**src/hw/lmfbw_pkg.sv**
```systemverilog
// Shared constants and types for the local-master fast back-to-back write bridge
package lmfbw_pkg;
    // ****************************************
    // Progress state codes
    // ****************************************
    localparam logic [3:0] PROG_IDLE = 4'h0;
    localparam logic [3:0] PROG_ADDR_LOAD = 4'h1;
    localparam logic [3:0] PROG_BUS_TRANS = 4'h2;
    localparam logic [3:0] PROG_CHAINED = 4'h3;

    // ****************************************
    // Register map and reset values
    // ****************************************
    localparam logic [7:0] REG_CONTROL = 8'h00;
    localparam logic [7:0] REG_STATUS = 8'h04;
    localparam logic [7:0] REG_PHASES = 8'h08;
    localparam int CTRL_ENABLE_BIT = 0;
    localparam logic [31:0] CONTROL_RESET = 32'h0000_0001;

    // ****************************************
    // Widths and depths
    // ****************************************
    localparam int BEAT_W = 12;
    localparam int FIFO_DEPTH = 8;
    localparam int FIFO_W = 72;
    localparam logic [11:0] BEATS_ZERO = 12'h000;

    typedef struct packed {
        logic [63:0] data;
        logic [7:0] be;
    } lmfbw_word_t;

    typedef struct packed {
        logic [31:0] addr;
        logic [3:0] cmd;
        logic [11:0] beats;
    } lmfbw_request_t;

    typedef enum logic [2:0] {
        ST_IDLE, ST_LOAD, ST_ADDR, ST_DECODE, ST_SETTLE, ST_DATA, ST_TURN, ST_LAST
    } lmfbw_state_t;
endpackage

```
**src/hw/lmfbw_fifo.sv**
```systemverilog
// Parameterised FIFO holding quadwords taken from the local master
`timescale 1ns/1ns
module lmfbw_fifo #(
    parameter int WIDTH = 72,
    parameter int DEPTH = 8
) (
    input wire logic clk, // clock
    input wire logic rst_n, // async reset, active low
    input wire logic in_valid, // write request
    output logic in_ready, // space available
    input wire logic [WIDTH-1:0] in_data, // write data
    output logic out_valid, // data available
    input wire logic out_ready, // read request
    output logic [WIDTH-1:0] out_data, // head word
    output logic [$clog2(DEPTH):0] level // words held
);
    localparam int AW = $clog2(DEPTH);
    logic [WIDTH-1:0] mem [DEPTH];
    logic [AW-1:0] wr_ptr;
    logic [AW-1:0] rd_ptr;
    logic [AW:0] count;
    logic push;
    logic pop;

    assign push = in_valid && in_ready;
    assign pop = out_valid && out_ready;
    assign in_ready = count != DEPTH[AW:0];
    assign out_valid = count != '0;
    assign out_data = mem[rd_ptr];
    assign level = count;

    // Storage has no reset; only pointers and count need a defined value
    always_ff @(posedge clk) begin
        if (push) begin
            mem[wr_ptr] <= in_data;
        end
    end

    always_ff @(posedge clk or negedge rst_n) begin
        if (!rst_n) begin
            wr_ptr <= '0;
            rd_ptr <= '0;
            count <= '0;
        end else begin
            if (push) begin
                wr_ptr <= wr_ptr + 1'b1;
            end
            if (pop) begin
                rd_ptr <= rd_ptr + 1'b1;
            end
            if (push && !pop) begin
                count <= count + 1'b1;
            end else if (pop && !push) begin
                count <= count - 1'b1;
            end
        end
    end
endmodule // lmfbw_fifo

```
**src/hw/lmfbw_beat_counter.sv**
```systemverilog
// Loadable down counter for the remaining data phases of a burst
`timescale 1ns/1ns
module lmfbw_beat_counter #(
    parameter int WIDTH = 12
) (
    input wire logic clk, // clock
    input wire logic rst_n, // async reset, active low
    input wire logic load, // load start value
    input wire logic [WIDTH-1:0] start, // start value
    input wire logic dec, // count one down
    output logic [WIDTH-1:0] value // current count
);
    always_ff @(posedge clk or negedge rst_n) begin
        if (!rst_n) begin
            value <= '0;
        end else if (load) begin
            value <= start;
        end else if (dec && value != '0) begin
            value <= value - 1'b1;
        end
    end
endmodule // lmfbw_beat_counter

```
**src/hw/lmfbw_top.sv**
```systemverilog
// Local-master side of a PCI master doing 64-bit fast back-to-back write bursts
//
// The address map and the APB register port are this design's own decisions.
`timescale 1ns/1ns
module lmfbw_top (
    input wire logic MCLK, // clock, 10 MHz
    input wire logic RESETN, // async reset, active low
    input wire logic PSEL, // APB select
    input wire logic PENABLE, // APB access phase
    input wire logic PWRITE, // APB direction
    input wire logic [7:0] PADDR, // APB byte address
    input wire logic [31:0] PWDATA, // APB write data
    output logic [31:0] PRDATA, // APB read data
    output logic PREADY, // APB ready
    output logic PSLVERR, // APB error, unmapped address
    input wire logic GNT_N, // bus grant
    output logic REQ_N, // bus request
    output logic FRAME_N, // frame level driven
    output logic FRAME_OE, // frame drive enable
    output logic IRDY_N, // initiator ready level driven
    output logic IRDY_OE, // initiator ready drive enable
    output logic REQ64_N, // 64-bit request level driven
    output logic REQ64_OE, // 64-bit request drive enable
    input wire logic DEVSEL_N, // target selected
    input wire logic TRDY_N, // target ready
    input wire logic ACK64_N, // target accepts 64-bit
    output logic [63:0] AD_OUT, // address/data driven
    output logic AD_OE, // address/data drive enable
    output logic [7:0] CBE_OUT, // command/byte enables driven
    output logic CBE_OE, // command/byte enables drive enable
    input wire logic [63:0] LOCAL_DATA_IN, // local write data or address
    input wire logic [7:0] LOCAL_BYTE_ENABLES_IN, // local byte enables, active low
    input wire logic [3:0] LOCAL_COMMAND_IN, // local bus command
    input wire logic [11:0] REQUESTED_BEAT_COUNT, // local burst length
    input wire logic LOCAL_READY_N, // local data ready
    input wire logic LOCAL_WIDE_REQUEST_N, // local 64-bit request
    output logic LOCAL_GRANT_N, // local grant
    output logic LOW_WORD_TAKEN_N, // low word taken strobe
    output logic HIGH_WORD_TAKEN_N, // high word taken strobe
    output logic [3:0] MASTER_PROGRESS_STATE, // progress code
    output logic WIDE_TRANSFER_FLAG_N // 64-bit transfer indicator
);
    lmfbw_pkg::lmfbw_state_t state;
    lmfbw_pkg::lmfbw_state_t next_state;
    lmfbw_pkg::lmfbw_request_t req_latch;
    lmfbw_pkg::lmfbw_word_t push_word;
    lmfbw_pkg::lmfbw_word_t head_word;
    logic [lmfbw_pkg::FIFO_W-1:0] head_bits;
    logic [3:0] progress;
    logic [3:0] next_progress;
    logic frame_n;
    logic next_frame_n;
    logic irdy_n;
    logic next_irdy_n;
    logic req64_n;
    logic next_req64_n;
    logic drive_on;
    logic next_drive_on;
    logic [63:0] ad;
    logic [63:0] next_ad;
    logic [7:0] cbe;
    logic [7:0] next_cbe;
    logic pop;
    logic taken_n;
    logic next_taken_n;
    logic req_n;
    logic grant_n;
    logic wide_n;
    logic done_q;
    logic phase_done;
    logic latch_req;
    logic start_ok;
    logic [11:0] remaining;
    logic [11:0] eff_left;
    logic [11:0] fetch_left;
    logic [11:0] fetch_need;
    logic fifo_in_ready;
    logic fifo_out_valid;
    logic [3:0] fifo_level;
    logic fifo_room;
    logic [31:0] control;
    logic [31:0] phases;
    logic [31:0] prdata;
    logic pready;
    logic pslverr;

    // ****************************************
    // Output ports straight from flip-flops
    // ****************************************
    assign FRAME_N = frame_n;
    assign FRAME_OE = drive_on;
    assign IRDY_N = irdy_n;
    assign IRDY_OE = drive_on;
    assign REQ64_N = req64_n;
    assign REQ64_OE = drive_on;
    assign AD_OUT = ad;
    assign AD_OE = drive_on;
    assign CBE_OUT = cbe;
    assign CBE_OE = drive_on;
    assign REQ_N = req_n;
    assign LOCAL_GRANT_N = grant_n;
    assign LOW_WORD_TAKEN_N = taken_n;
    assign HIGH_WORD_TAKEN_N = taken_n;
    assign MASTER_PROGRESS_STATE = progress;
    assign WIDE_TRANSFER_FLAG_N = wide_n;
    assign PRDATA = prdata;
    assign PREADY = pready;
    assign PSLVERR = pslverr;

    // ****************************************
    // Data buffer and beat counter
    // ****************************************
    assign push_word.data = LOCAL_DATA_IN;
    assign push_word.be = LOCAL_BYTE_ENABLES_IN;
    assign head_word = lmfbw_pkg::lmfbw_word_t'(head_bits);

    lmfbw_fifo #(
        .WIDTH(lmfbw_pkg::FIFO_W),
        .DEPTH(lmfbw_pkg::FIFO_DEPTH)
    ) u_fifo (
        .clk(MCLK),
        .rst_n(RESETN),
        .in_valid(!taken_n),
        .in_ready(fifo_in_ready),
        .in_data(push_word),
        .out_valid(fifo_out_valid),
        .out_ready(pop),
        .out_data(head_bits),
        .level(fifo_level)
    );

    lmfbw_beat_counter #(
        .WIDTH(lmfbw_pkg::BEAT_W)
    ) u_beats (
        .clk(MCLK),
        .rst_n(RESETN),
        .load(state == lmfbw_pkg::ST_ADDR),
        .start(req_latch.beats),
        .dec(done_q),
        .value(remaining)
    );

    assign phase_done = !irdy_n && !TRDY_N;
    // Counter lags a completion by one cycle, so fold the pending decrement in
    assign eff_left = remaining - {11'h000, done_q};
    assign start_ok = control[lmfbw_pkg::CTRL_ENABLE_BIT];
    assign latch_req = !LOCAL_WIDE_REQUEST_N && !grant_n && start_ok;

    // A strobe already low will push one more word, so leave room for it
    assign fifo_room = fifo_in_ready && !(!taken_n && fifo_level == 4'h7);
    assign fetch_need = taken_n ? 12'h000 : 12'h001;

    // ****************************************
    // Transaction sequencer
    // ****************************************
    always_comb begin
        next_state = state;
        next_progress = progress;
        next_frame_n = frame_n;
        next_irdy_n = irdy_n;
        next_req64_n = req64_n;
        next_drive_on = drive_on;
        next_ad = ad;
        next_cbe = cbe;
        pop = 1'b0;
        case (state)
            lmfbw_pkg::ST_IDLE: begin
                if (latch_req) begin
                    next_state = lmfbw_pkg::ST_LOAD;
                    next_progress = lmfbw_pkg::PROG_ADDR_LOAD;
                end else begin
                    next_progress = lmfbw_pkg::PROG_IDLE;
                end
            end
            lmfbw_pkg::ST_LOAD: begin
                if (!GNT_N) begin
                    next_state = lmfbw_pkg::ST_ADDR;
                    next_frame_n = 1'b0;
                    next_req64_n = 1'b0;
                    next_drive_on = 1'b1;
                    next_ad = {32'h0000_0000, req_latch.addr};
                    next_cbe = {4'h0, req_latch.cmd};
                    next_progress = lmfbw_pkg::PROG_BUS_TRANS;
                end
            end
            lmfbw_pkg::ST_ADDR: begin
                next_state = lmfbw_pkg::ST_DECODE;
            end
            lmfbw_pkg::ST_DECODE: begin
                if (!DEVSEL_N) begin
                    next_state = lmfbw_pkg::ST_SETTLE;
                end
            end
            lmfbw_pkg::ST_SETTLE: begin
                // Frame stays asserted; irdy waits for a word in the buffer
                if (fifo_out_valid) begin
                    pop = 1'b1;
                    next_ad = head_word.data;
                    next_cbe = head_word.be;
                    next_irdy_n = 1'b0;
                    if (remaining == 12'h001) begin
                        next_frame_n = 1'b1;
                        next_req64_n = 1'b1;
                        next_state = lmfbw_pkg::ST_LAST;
                    end else begin
                        next_state = lmfbw_pkg::ST_DATA;
                    end
                end
            end
            lmfbw_pkg::ST_DATA: begin
                if (phase_done && eff_left == 12'h002 && !LOCAL_WIDE_REQUEST_N) begin
                    next_irdy_n = 1'b1;
                    next_progress = lmfbw_pkg::PROG_CHAINED;
                    next_state = lmfbw_pkg::ST_TURN;
                end else if (phase_done || irdy_n) begin
                    if (fifo_out_valid) begin
                        pop = 1'b1;
                        next_ad = head_word.data;
                        next_cbe = head_word.be;
                        next_irdy_n = 1'b0;
                        // After a stall with irdy high the count has settled already
                        if (eff_left == (phase_done ? 12'h002 : 12'h001)) begin
                            next_frame_n = 1'b1;
                            next_req64_n = 1'b1;
                            next_state = lmfbw_pkg::ST_LAST;
                        end
                    end else begin
                        next_irdy_n = 1'b1;
                    end
                end
            end
            lmfbw_pkg::ST_TURN: begin
                if (fifo_out_valid) begin
                    pop = 1'b1;
                    next_ad = head_word.data;
                    next_cbe = head_word.be;
                    next_irdy_n = 1'b0;
                    next_frame_n = 1'b1;
                    next_req64_n = 1'b1;
                    next_state = lmfbw_pkg::ST_LAST;
                end
            end
            lmfbw_pkg::ST_LAST: begin
                if (phase_done) begin
                    next_irdy_n = 1'b1;
                    next_drive_on = 1'b0;
                    if (latch_req) begin
                        next_state = lmfbw_pkg::ST_LOAD;
                        next_progress = lmfbw_pkg::PROG_ADDR_LOAD;
                    end else begin
                        next_state = lmfbw_pkg::ST_IDLE;
                        next_progress = lmfbw_pkg::PROG_IDLE;
                    end
                end
            end
            default: begin
                next_state = lmfbw_pkg::ST_IDLE;
            end
        endcase
    end

    always_ff @(posedge MCLK or negedge RESETN) begin
        if (!RESETN) begin
            state <= lmfbw_pkg::ST_IDLE;
            progress <= lmfbw_pkg::PROG_IDLE;
        end else begin
            state <= next_state;
            progress <= next_progress;
        end
    end

    // PCI drive: frame held low for the whole burst until the last phase
    always_ff @(posedge MCLK or negedge RESETN) begin
        if (!RESETN) begin
            frame_n <= 1'b1;
            irdy_n <= 1'b1;
            req64_n <= 1'b1;
            drive_on <= 1'b0;
            ad <= 64'h0000_0000_0000_0000;
            cbe <= 8'h00;
        end else begin
            frame_n <= next_frame_n;
            irdy_n <= next_irdy_n;
            req64_n <= next_req64_n;
            drive_on <= next_drive_on;
            ad <= next_ad;
            cbe <= next_cbe;
        end
    end

    // Request latch, taken while the address-loading code is issued
    always_ff @(posedge MCLK or negedge RESETN) begin
        if (!RESETN) begin
            req_latch <= '0;
        end else if (next_progress == lmfbw_pkg::PROG_ADDR_LOAD
                && progress != lmfbw_pkg::PROG_ADDR_LOAD) begin
            req_latch.addr <= LOCAL_DATA_IN[31:0];
            req_latch.cmd <= LOCAL_COMMAND_IN;
            req_latch.beats <= REQUESTED_BEAT_COUNT;
        end
    end

    // ****************************************
    // Local side strobes, grant and request
    // ****************************************
    always_comb begin
        next_taken_n = 1'b1;
        if (!LOCAL_READY_N && fifo_room && fetch_left > fetch_need) begin
            case (state)
                lmfbw_pkg::ST_ADDR: next_taken_n = 1'b0;
                lmfbw_pkg::ST_SETTLE: next_taken_n = DEVSEL_N;
                lmfbw_pkg::ST_DATA: next_taken_n = 1'b0;
                default: next_taken_n = 1'b1;
            endcase
        end
    end

    always_ff @(posedge MCLK or negedge RESETN) begin
        if (!RESETN) begin
            taken_n <= 1'b1;
            fetch_left <= lmfbw_pkg::BEATS_ZERO;
        end else begin
            taken_n <= next_taken_n;
            if (state == lmfbw_pkg::ST_LOAD) begin
                fetch_left <= req_latch.beats;
            end else if (!taken_n && fetch_left != lmfbw_pkg::BEATS_ZERO) begin
                fetch_left <= fetch_left - 12'h001;
            end
        end
    end

    always_ff @(posedge MCLK or negedge RESETN) begin
        if (!RESETN) begin
            grant_n <= 1'b1;
            req_n <= 1'b1;
        end else begin
            grant_n <= GNT_N;
            req_n <= LOCAL_WIDE_REQUEST_N;
        end
    end

    // Width decided once devsel appears; released when the bus goes idle
    always_ff @(posedge MCLK or negedge RESETN) begin
        if (!RESETN) begin
            wide_n <= 1'b1;
        end else if (state == lmfbw_pkg::ST_DECODE && !DEVSEL_N) begin
            wide_n <= ACK64_N;
        end else if (state == lmfbw_pkg::ST_IDLE) begin
            wide_n <= 1'b1;
        end
    end

    // ****************************************
    // Phase bookkeeping
    // ****************************************
    always_ff @(posedge MCLK or negedge RESETN) begin
        if (!RESETN) begin
            done_q <= 1'b0;
            phases <= 32'h0000_0000;
        end else begin
            done_q <= phase_done;
            if (phase_done) begin
                phases <= phases + 32'h0000_0001;
            end
        end
    end

    // ****************************************
    // APB register slave, one wait state
    // ****************************************
    always_ff @(posedge MCLK or negedge RESETN) begin
        if (!RESETN) begin
            control <= lmfbw_pkg::CONTROL_RESET;
            prdata <= 32'h0000_0000;
            pready <= 1'b0;
            pslverr <= 1'b0;
        end else begin
            pready <= PSEL && PENABLE && !pready;
            pslverr <= 1'b0;
            if (PSEL && PENABLE && !pready) begin
                prdata <= 32'h0000_0000;
                case (PADDR)
                    lmfbw_pkg::REG_CONTROL: begin
                        if (PWRITE) begin
                            control <= {31'h0000_0000, PWDATA[0]};
                        end else begin
                            prdata <= control;
                        end
                    end
                    lmfbw_pkg::REG_STATUS: begin
                        prdata <= {4'h0, fifo_level, remaining, 5'h00,
                                   3'(state), progress};
                    end
                    lmfbw_pkg::REG_PHASES: begin
                        prdata <= phases;
                    end
                    default: begin
                        pslverr <= 1'b1;
                    end
                endcase
            end
        end
    end
endmodule // lmfbw_top

```
**config.mk**
```make
export PLATFORM = sky130hd
export DESIGN_NAME = lmfbw_top
export DESIGN_NICKNAME = d
export VERILOG_FILES = /design/src/hw/lmfbw_pkg.sv /design/src/hw/lmfbw_fifo.sv /design/src/hw/lmfbw_beat_counter.sv /design/src/hw/lmfbw_top.sv
export SDC_FILE = /design/constraint.sdc
export NUM_CORES = 1
export LEC_CHECK = 0
export CAP_MARGIN = 10
export CELL_PAD_IN_SITES_DETAIL_PLACEMENT = 1
export CELL_PAD_IN_SITES_GLOBAL_PLACEMENT = 1
export CORE_MARGIN = 1.5
export CORE_UTILIZATION = 43
export CTS_CLUSTER_SIZE = 24
export DETAILED_ROUTE_END_ITERATION = 10
export DONT_BUFFER_PORTS = 1
export PLACE_DENSITY_LB_ADDON = 0.1
export SLEW_MARGIN = 10
export SYNTH_ARGS = -nofsm -noshare
export SYNTH_HDL_FRONTEND = slang
export SYNTH_SLANG_ARGS = --single-unit
```
**constraint.sdc**
```tcl
create_clock -name MCLK -period 7.8 [get_ports MCLK]
set_input_delay 1.56 -clock MCLK [delete_from_list [all_inputs] [get_ports MCLK]]
set_output_delay 1.56 -clock MCLK [all_outputs]
set_load 0.05 [all_outputs]
```
Yosys cells after proc, flatten, opt, wreduce, memory -nomap -nowiden
Memory sizes are Yosys's and may differ from the RTL's.
Cells that the tools add are included.
W data, S select, Z words.
- register bits: 236
- memory bits (writable): 576
- output and inout bits: 123
- memories kept: 1
- memory list (name ; words ; width ; read ports ; clocked after memory_dff ; write ports ; line ; RTL):
    u_fifo.mem ; 8 ; 72 ; 1 ; 0 ; 1 ; lmfbw_fifo.sv:18 ; logic [WIDTH-1:0] mem [DEPTH];
- add/sub/neg operators: 8
- magnitude comparators: 1
- equal/unequal tests: 31
- multiplexer cells: 68
- reduce and logical (&&, ||, !) cells: 53
- operators with widths (operator ; count):
    $mux W64 ; 4
    $pmux W64 S3 ; 1
    $pmux W32 S3 ; 1
    $mux W12 ; 4
    $add A32 B1 Y32 const B ; 1
    $mux W8 ; 4
    $mux W3 ; 10
    $mux W1 ; 29
    $pmux W3 S8 ; 1
    $pmux W8 S3 ; 1
    $reduce_bool A12 Y1 ; 2
    $sub A12 B1 Y12 const B ; 2
    $mux W4 ; 5
    $logic_and A1 B1 Y1 ; 19
    $reduce_and A9 Y1 ; 2
    $ne A2 B2 Y1 const B ; 8
    $pmux W4 S4 ; 1
    $eq A12 B1 Y1 const B ; 1
    $eq A12 B2 Y1 ; 1
    $eq A12 B2 Y1 const B ; 1
    $eq A3 B3 Y1 const B ; 4
    $gt A12 B1 Y1 ; 1
    $sub A12 B1 Y12 ; 1
    $logic_not A1 Y1 ; 11
    other kinds (28) ; 46

Logic depth before layout (Yosys ltp)
- depth in word-level cells: 10
- mapped depth: 17

By module
A second synthesis with hierarchy kept.
- cells, all modules: 1862
- area, all modules: 33194.3 sq um
- by module, submodules not included (module ; times used ; cells each ; area an instance (sq um) ; sequential area each (sq um)):
    lmfbw_fifo ; 1 ; 894 ; 22323.9 ; 17546.8
    lmfbw_top ; 1 ; 878 ; 10079.7 ; 5363.9
    lmfbw_beat_counter ; 1 ; 90 ; 790.8 ; 300.3

Worst setup path before layout
OpenSTA, ideal clock, no wires.
- path type: register -> register
- from: register u_fifo.count[0] (netlist: u_fifo.level[0])
- to: memory u_fifo.mem[0][0] (enable)
- setup time: 0.590 ns
- arrival: 5.991 ns
- data required time: 7.210 ns
- setup slack: 1.219 ns
- stages on the path, launching flop included: 5
- path buffers: 0
- period minus slack after synthesis: 6.581 ns
- cell sequence: dfrtp_1 nor3_1 a21oi_1 nand2b_1 nor3_1
- longest elaborated chain between the ends: 4
- ends and longest elaborated chain (item ; line ; RTL):
    start, declared ; lmfbw_fifo.sv:21 ; logic [AW:0] count;
    start signal, assigned ; lmfbw_fifo.sv:52 ; count <= count + 1'b1;
    start signal, assigned ; lmfbw_fifo.sv:54 ; count <= count - 1'b1;
    $ne A4 B4 Y1 ; lmfbw_fifo.sv:27 ; assign in_ready = count != DEPTH[AW:0];
    $logic_and A1 B1 Y1 ; lmfbw_fifo.sv:25 ; assign push = in_valid && in_ready;
    via u_fifo.push ; lmfbw_fifo.sv:22 ; logic push;
    $mux W1 ; lmfbw_fifo.sv:34 ; if (push) begin
    $mux W1 (implied by the code) ; lmfbw_fifo.sv:35 ; mem[wr_ptr] <= in_data;
    end, declared ; lmfbw_fifo.sv:18 ;
The timed path passes the listed nets, and every way through them passes these cells.

Worst setup path in the final report
- from: register u_beats.value[0]
- to: register u_fifo.count[3] (netlist: u_fifo.level[3])
- longest elaborated chain between the ends: 10
- elaborated cells on any way between the ends: 12
- ends and longest elaborated chain (item ; line ; RTL):
    start, declared ; lmfbw_beat_counter.sv:11 ; output logic [WIDTH-1:0] value
    start signal, assigned ; lmfbw_beat_counter.sv:17 ; value <= start;
    start signal, assigned ; lmfbw_beat_counter.sv:19 ; value <= value - 1'b1;
    $sub A12 B1 Y12 * ; lmfbw_top.sv:145 ; assign eff_left = remaining - {11'h000, done_q};
    $eq A12 B2 Y1 * ; lmfbw_top.sv:211 ; if (phase_done && eff_left == 12'h002 && !LOCAL_WIDE_REQUEST_N) begin
    $logic_and A1 B1 Y1 * (2 in series) ; lmfbw_top.sv:211 ;
    $mux W1 * ; lmfbw_top.sv:211 ;
    $pmux W1 S2 * ; lmfbw_top.sv:166 ; case (state)
    $logic_and A1 B1 Y1 * ; lmfbw_fifo.sv:26 ; assign pop = out_valid && out_ready;
    $logic_not A1 Y1 ; lmfbw_fifo.sv:51 ; if (push && !pop) begin
    $logic_and A1 B1 Y1 ; lmfbw_fifo.sv:51 ;
    $mux W4 / $reduce_bool A2 Y1 (equally long branches) ; -- ;
Mark *: on every way between the ends. The rest lies on a longest branch, timed or not.
A chain may end at the register's enable or synchronous reset.

==> metrics.md <==
| Metric | Value |
|---|---|
| Ratio of total power to cell area | `387 nW/µm²` |
| Slew at the pin closest to its max-slew limit | `roughly 1100 ps` |
| Router iterations before antenna repair | `4` |
| Clock Tree Buf Depth | `3` |
| I/O pin count | `262` |
| Total core area | `~74000 µm²` |
| Starting utilization of the core area | `a little over two fifths` |
| Area contributors post-synth | `sky130_fd_sc_hd__edfxtp_1 (54%), sky130_fd_sc_hd__dfrtp_1 (18%), sky130_fd_sc_hd__mux4_2 (10%)` |
| Combined flip-flop and latch cell area | `23200 µm²` |
| Average routed wire per standard cell | `around 25 µm` |
| Setup repair after global routing missed its margin | `no` |
| Total grt overflow | `0` |
| Library cell contributing the largest single delay on the critical path | `sky130_fd_sc_hd__or4b_2` |
| Number of nets in the layout | `2041` |
| Top Family by Delay on Critical Path | `simple AND/OR/NAND/NOR gates` |
| Area taken by multi-input logic gates | `around 8500 µm²` |
| Global placement routability congestion | `0.777` |
| Root Buffer Master | `sky130_fd_sc_hd__clkbuf_16` |
| Pin count of the biggest net entering global routing | `237` |
| Cell area after placement | `33300 µm²` |
| Clock latency reported for the late side of the worst-skew pair | `640 ps` |
| Max-slew headroom | `26.6%` |
| Count of nets left with antenna violations after detail routing | `0` |
| Total die area | `76500 µm²` |
| Proportion of power drawn by the clock network | `30.4%` |
| Clock net sink count | `812` |
| Total clock buffers created by CTS | `between 80 and 90` |
| Setup total negative slack | `0 ps` |
| Total DRC errors in the routed layout | `0` |
| Clock-pin slew of the registers on the worst-case setup and hold paths | `60 ps` |
| Flop and latch count out of synthesis | `812` |
| Final std cell area, no fill | `36200 µm²` |
| Critical path launch point type | `flop` |
| Path type of the worst min-delay path | `reg -> reg` |
| Highest Clock Rate | `about 0.21 GHz` |
| Sequential cell area fraction in the yosys report | `72.1%` |
| Number of warnings printed during yosys synthesis | `0` |
| Most used cell, CP | `sky130_fd_sc_hd__ha_1` |
| Fill cell instance count of the final layout | `around 7000` |
| Outcome | `finished, final reports clean` |
| Proportion of power drawn by flip-flops and latches | `45.4%` |
| Number of flops mapped to enable cells by yosys | `576` |
| Crit. End Element | `flop` |
| Required time of the worst setup path | `just over 8000 ps` |
| Setup Fix Bufs, Post-CTS | `0` |
| Number of antenna violations at the first check in global routing | `0` |
| Post-detail-place hpwl | `40800 µm` |
| Switching Share | `33.2%` |
| Data arrival time of the worst path | `5190 ps` |
| Area share of the largest cell type after synthesis | `53.7%` |
| Max H-tree Level | `3` |
| Mapped Avg Cell Area | `about 17 µm²` |
| Final number of max-transition violations | `0` |
| Worst Path Buf+Inv | `3` |
| Fraction of registers with async set/reset | `29.1%` |
| Avg Vias per Cell | `5.60` |
| Sw Pwr | `4.66 mW` |
| CTS tree | `yes` |
| Post-cts hold buffer count | `0` |
| Maximum single-stage delay on the critical path | `650 ps` |
| Critical path type | `reg -> reg` |
| Share of final-layout standard cells stronger than drive strength 1 | `19.8%` |
| Cell type with the highest aggregate area in the netlist | `sky130_fd_sc_hd__edfxtp_1` |
| Main flop type after synthesis | `sky130_fd_sc_hd__edfxtp_1` |
| Standard-cell rows | `100` |
| Crit path cell chain | `inv_1 -> ha_1 -> ha_1 -> or4b_2 -> nor2_1 -> inv_1 -> nor4_1 -> o21ai_0 -> nand2_1 -> ha_1 -> inv_1 -> ha_1 -> a21o_1 -> a21oi_1 -> xnor2_1 -> nor2_1 -> xnor2_1` |
| Final Skew | `22.8 ps` |
| Via count of the first global-routing pass | `between 15000 and 20000` |
| Leakage power figure | `12.8 nW` |
| Final setup violation count | `0` |
| Combinational power share | `24.2%` |
| Via total after detailed routing | `16400` |
| Port buffer count | `0` |
| Final Total Pwr | `14.0 mW` |
| Gates resized, CTS repair | `0` |
| Worst Path Max Fanout | `5` |
| Wire length reported by the detailed router | `about 75000 µm` |
| Post-route clock period utilization | `between 60% and 70%` |
| Detailed router's first-iteration violation count | `1002` |
| Leading cell type in the layout, fill and taps excluded | `sky130_fd_sc_hd__edfxtp_1` |
| Growth of design area from synthesis to finish | `12.5%` |
| Hold violation total from the final report | `0` |
| Global-route usage over all layers | `roughly a fifth` |
| Syn Inst Count | `between 1500 and 2000` |
| Worst supply voltage drop on vdd | `0.244 mV` |
| Width of the die | `277 µm` |
| Highest-count cells in the layout ignoring fill and taps | `sky130_fd_sc_hd__edfxtp_1 (576), sky130_fd_sc_hd__dfrtp_1 (225), sky130_fd_sc_hd__nand2_1 (163)` |
| P_int | `9.38 mW` |
| Die Height | `around 280 µm` |
| Number of library cell types mapped by synthesis | `just under 60` |
| First-pass GRT wire length | `115000 µm` |
| Post-synth design cell area | `32200 µm²` |
| Time the final worst path needs with I/O delays and setup | `approximately 4700 ps` |
| Max-cap check violation count | `0` |
| Net count of the mapped netlist | `2038` |
final timing paths:
| kind | cells past startpoint | from | end | slack [ps] |
|---|---|---|---|---|
| setup / recovery | 17 | u_beats.value[0]$_DFFE_PN0P_ | u_fifo.level[3]$_DFFE_PN0P_ | 3120 |
| hold / removal | 1 | phases[31]$_DFFE_PN0P_ | phases[31]$_DFFE_PN0P_ | 490 |
| setup reg to reg | 17 | u_beats.value[0]$_DFFE_PN0P_ | u_fifo.level[3]$_DFFE_PN0P_ | 3120 |
| hold reg to reg | 1 | phases[31]$_DFFE_PN0P_ | phases[31]$_DFFE_PN0P_ | 490 |
| max in group asynchronous | 0 | RESETN | req_latch[42]$_DFFE_PN0P_ | 6740 |
| min in group asynchronous | 0 | RESETN | PRDATA[10]$_DFFE_PN0P_ | 620 |
state kept, by name, indices dropped and copies added (netlist names), 3 cells and up:
register,flops
fetch_left,12
CBE_OUT,8
u_beats.value,12
u_fifo.rd_ptr,3
u_fifo.wr_ptr,3
u_fifo.mem,576
state,3
AD_OUT,64
PRDATA,32
MASTER_PROGRESS_STATE,4
req_latch,48
phases,32
u_fifo.level,4
power by group through the flow:
stage | clock network [mW] | logic [mW] | registers (mW)
floorplan | 0 | 2.87 | 6.07
global placement | 0 | 3.40 | 6.46
detailed placement | 0 | 3.48 | 6.49
CTS | 4.38 | 3.50 | 6.40
global route | 4.52 | 3.76 | 6.48
finish | 4.27 | 3.39 | 6.38
routing by layer:
layer	vias up	GRT usage (%)	part of all wire (%)
met5	-	0	0
met4	0	5.51	2.4
met3	112	4.55	4.8
met2	276	34.1	51
met1	8751	25.3	42
li1	7289	-	-
cell type report:
class,instances,share of cell area [%]
inverter,17,0.176
clock buffer,117,6.68
sequential,812,64.1
antenna,1,0.00691
timing repair buffer,23,0.580
clock inverter,46,1.54
tap,969,3.35
multi-input combinational,947,23.6
per-stage QoR:
stage | setup slack, ps | std cells | hold slack, ps | utilization, %
6_report | 3120 | 2932 | 486 | 48.8
5_1_grt | 2750 | 2931 | 510 | 48.8
4_1_cts | 3140 | 2931 | 495 | 48.8
3_5_place_dp | 2720 | 2768 | 485 | 44.7
3_3_place_gp | 2610 | 2768 | 478 | 44.7
2_1_floorplan | 1220 | 1885 | 441 | -
worst reg2reg max path, stage by stage, from the launching register on:
cell	delay, ps
sky130_fd_sc_hd__dfrtp_1	490
sky130_fd_sc_hd__inv_1	130
sky130_fd_sc_hd__ha_1	230
sky130_fd_sc_hd__ha_1	290
sky130_fd_sc_hd__or4b_2	650
sky130_fd_sc_hd__nor2_1	310
sky130_fd_sc_hd__inv_1	80
sky130_fd_sc_hd__nor4_1	580
sky130_fd_sc_hd__o21ai_0	310
sky130_fd_sc_hd__nand2_1	250
sky130_fd_sc_hd__ha_1	210
sky130_fd_sc_hd__inv_1	90
sky130_fd_sc_hd__ha_1	270
sky130_fd_sc_hd__a21o_1	170
sky130_fd_sc_hd__a21oi_1	160
sky130_fd_sc_hd__xnor2_1	140
sky130_fd_sc_hd__nor2_1	80
sky130_fd_sc_hd__xnor2_1	120
Yosys cell counts, types with 20 or more instances:
cell	number
sky130_fd_sc_hd__xor2_1	20
sky130_fd_sc_hd__nand3_1	23
sky130_fd_sc_hd__mux2_2	34
sky130_fd_sc_hd__mux4_2	144
sky130_fd_sc_hd__a22oi_1	24
sky130_fd_sc_hd__nor2_1	88
sky130_fd_sc_hd__mux2i_1	74
sky130_fd_sc_hd__o21ai_0	80
sky130_fd_sc_hd__a21oi_1	68
sky130_fd_sc_hd__xnor2_1	41
sky130_fd_sc_hd__mux2_4	20
sky130_fd_sc_hd__clkbuf_1	77
sky130_fd_sc_hd__o31ai_1	39
sky130_fd_sc_hd__dfrtp_1	229
sky130_fd_sc_hd__nand2_1	164
sky130_fd_sc_hd__edfxtp_1	576
cell families after synthesis:
group,count (synthesis),synth area share (%)
DFF,812,72.1
AOI/OAI and AO/OA,239,4.46
xor gates and xnor gates,61,1.66
muxes,272,14.5
adders and majority gates,14,0.567
buffers and inverters,126,1.66
and+or+nand+nor,361,5.09
Note: power is estimated with default switching activity, not from simulation.
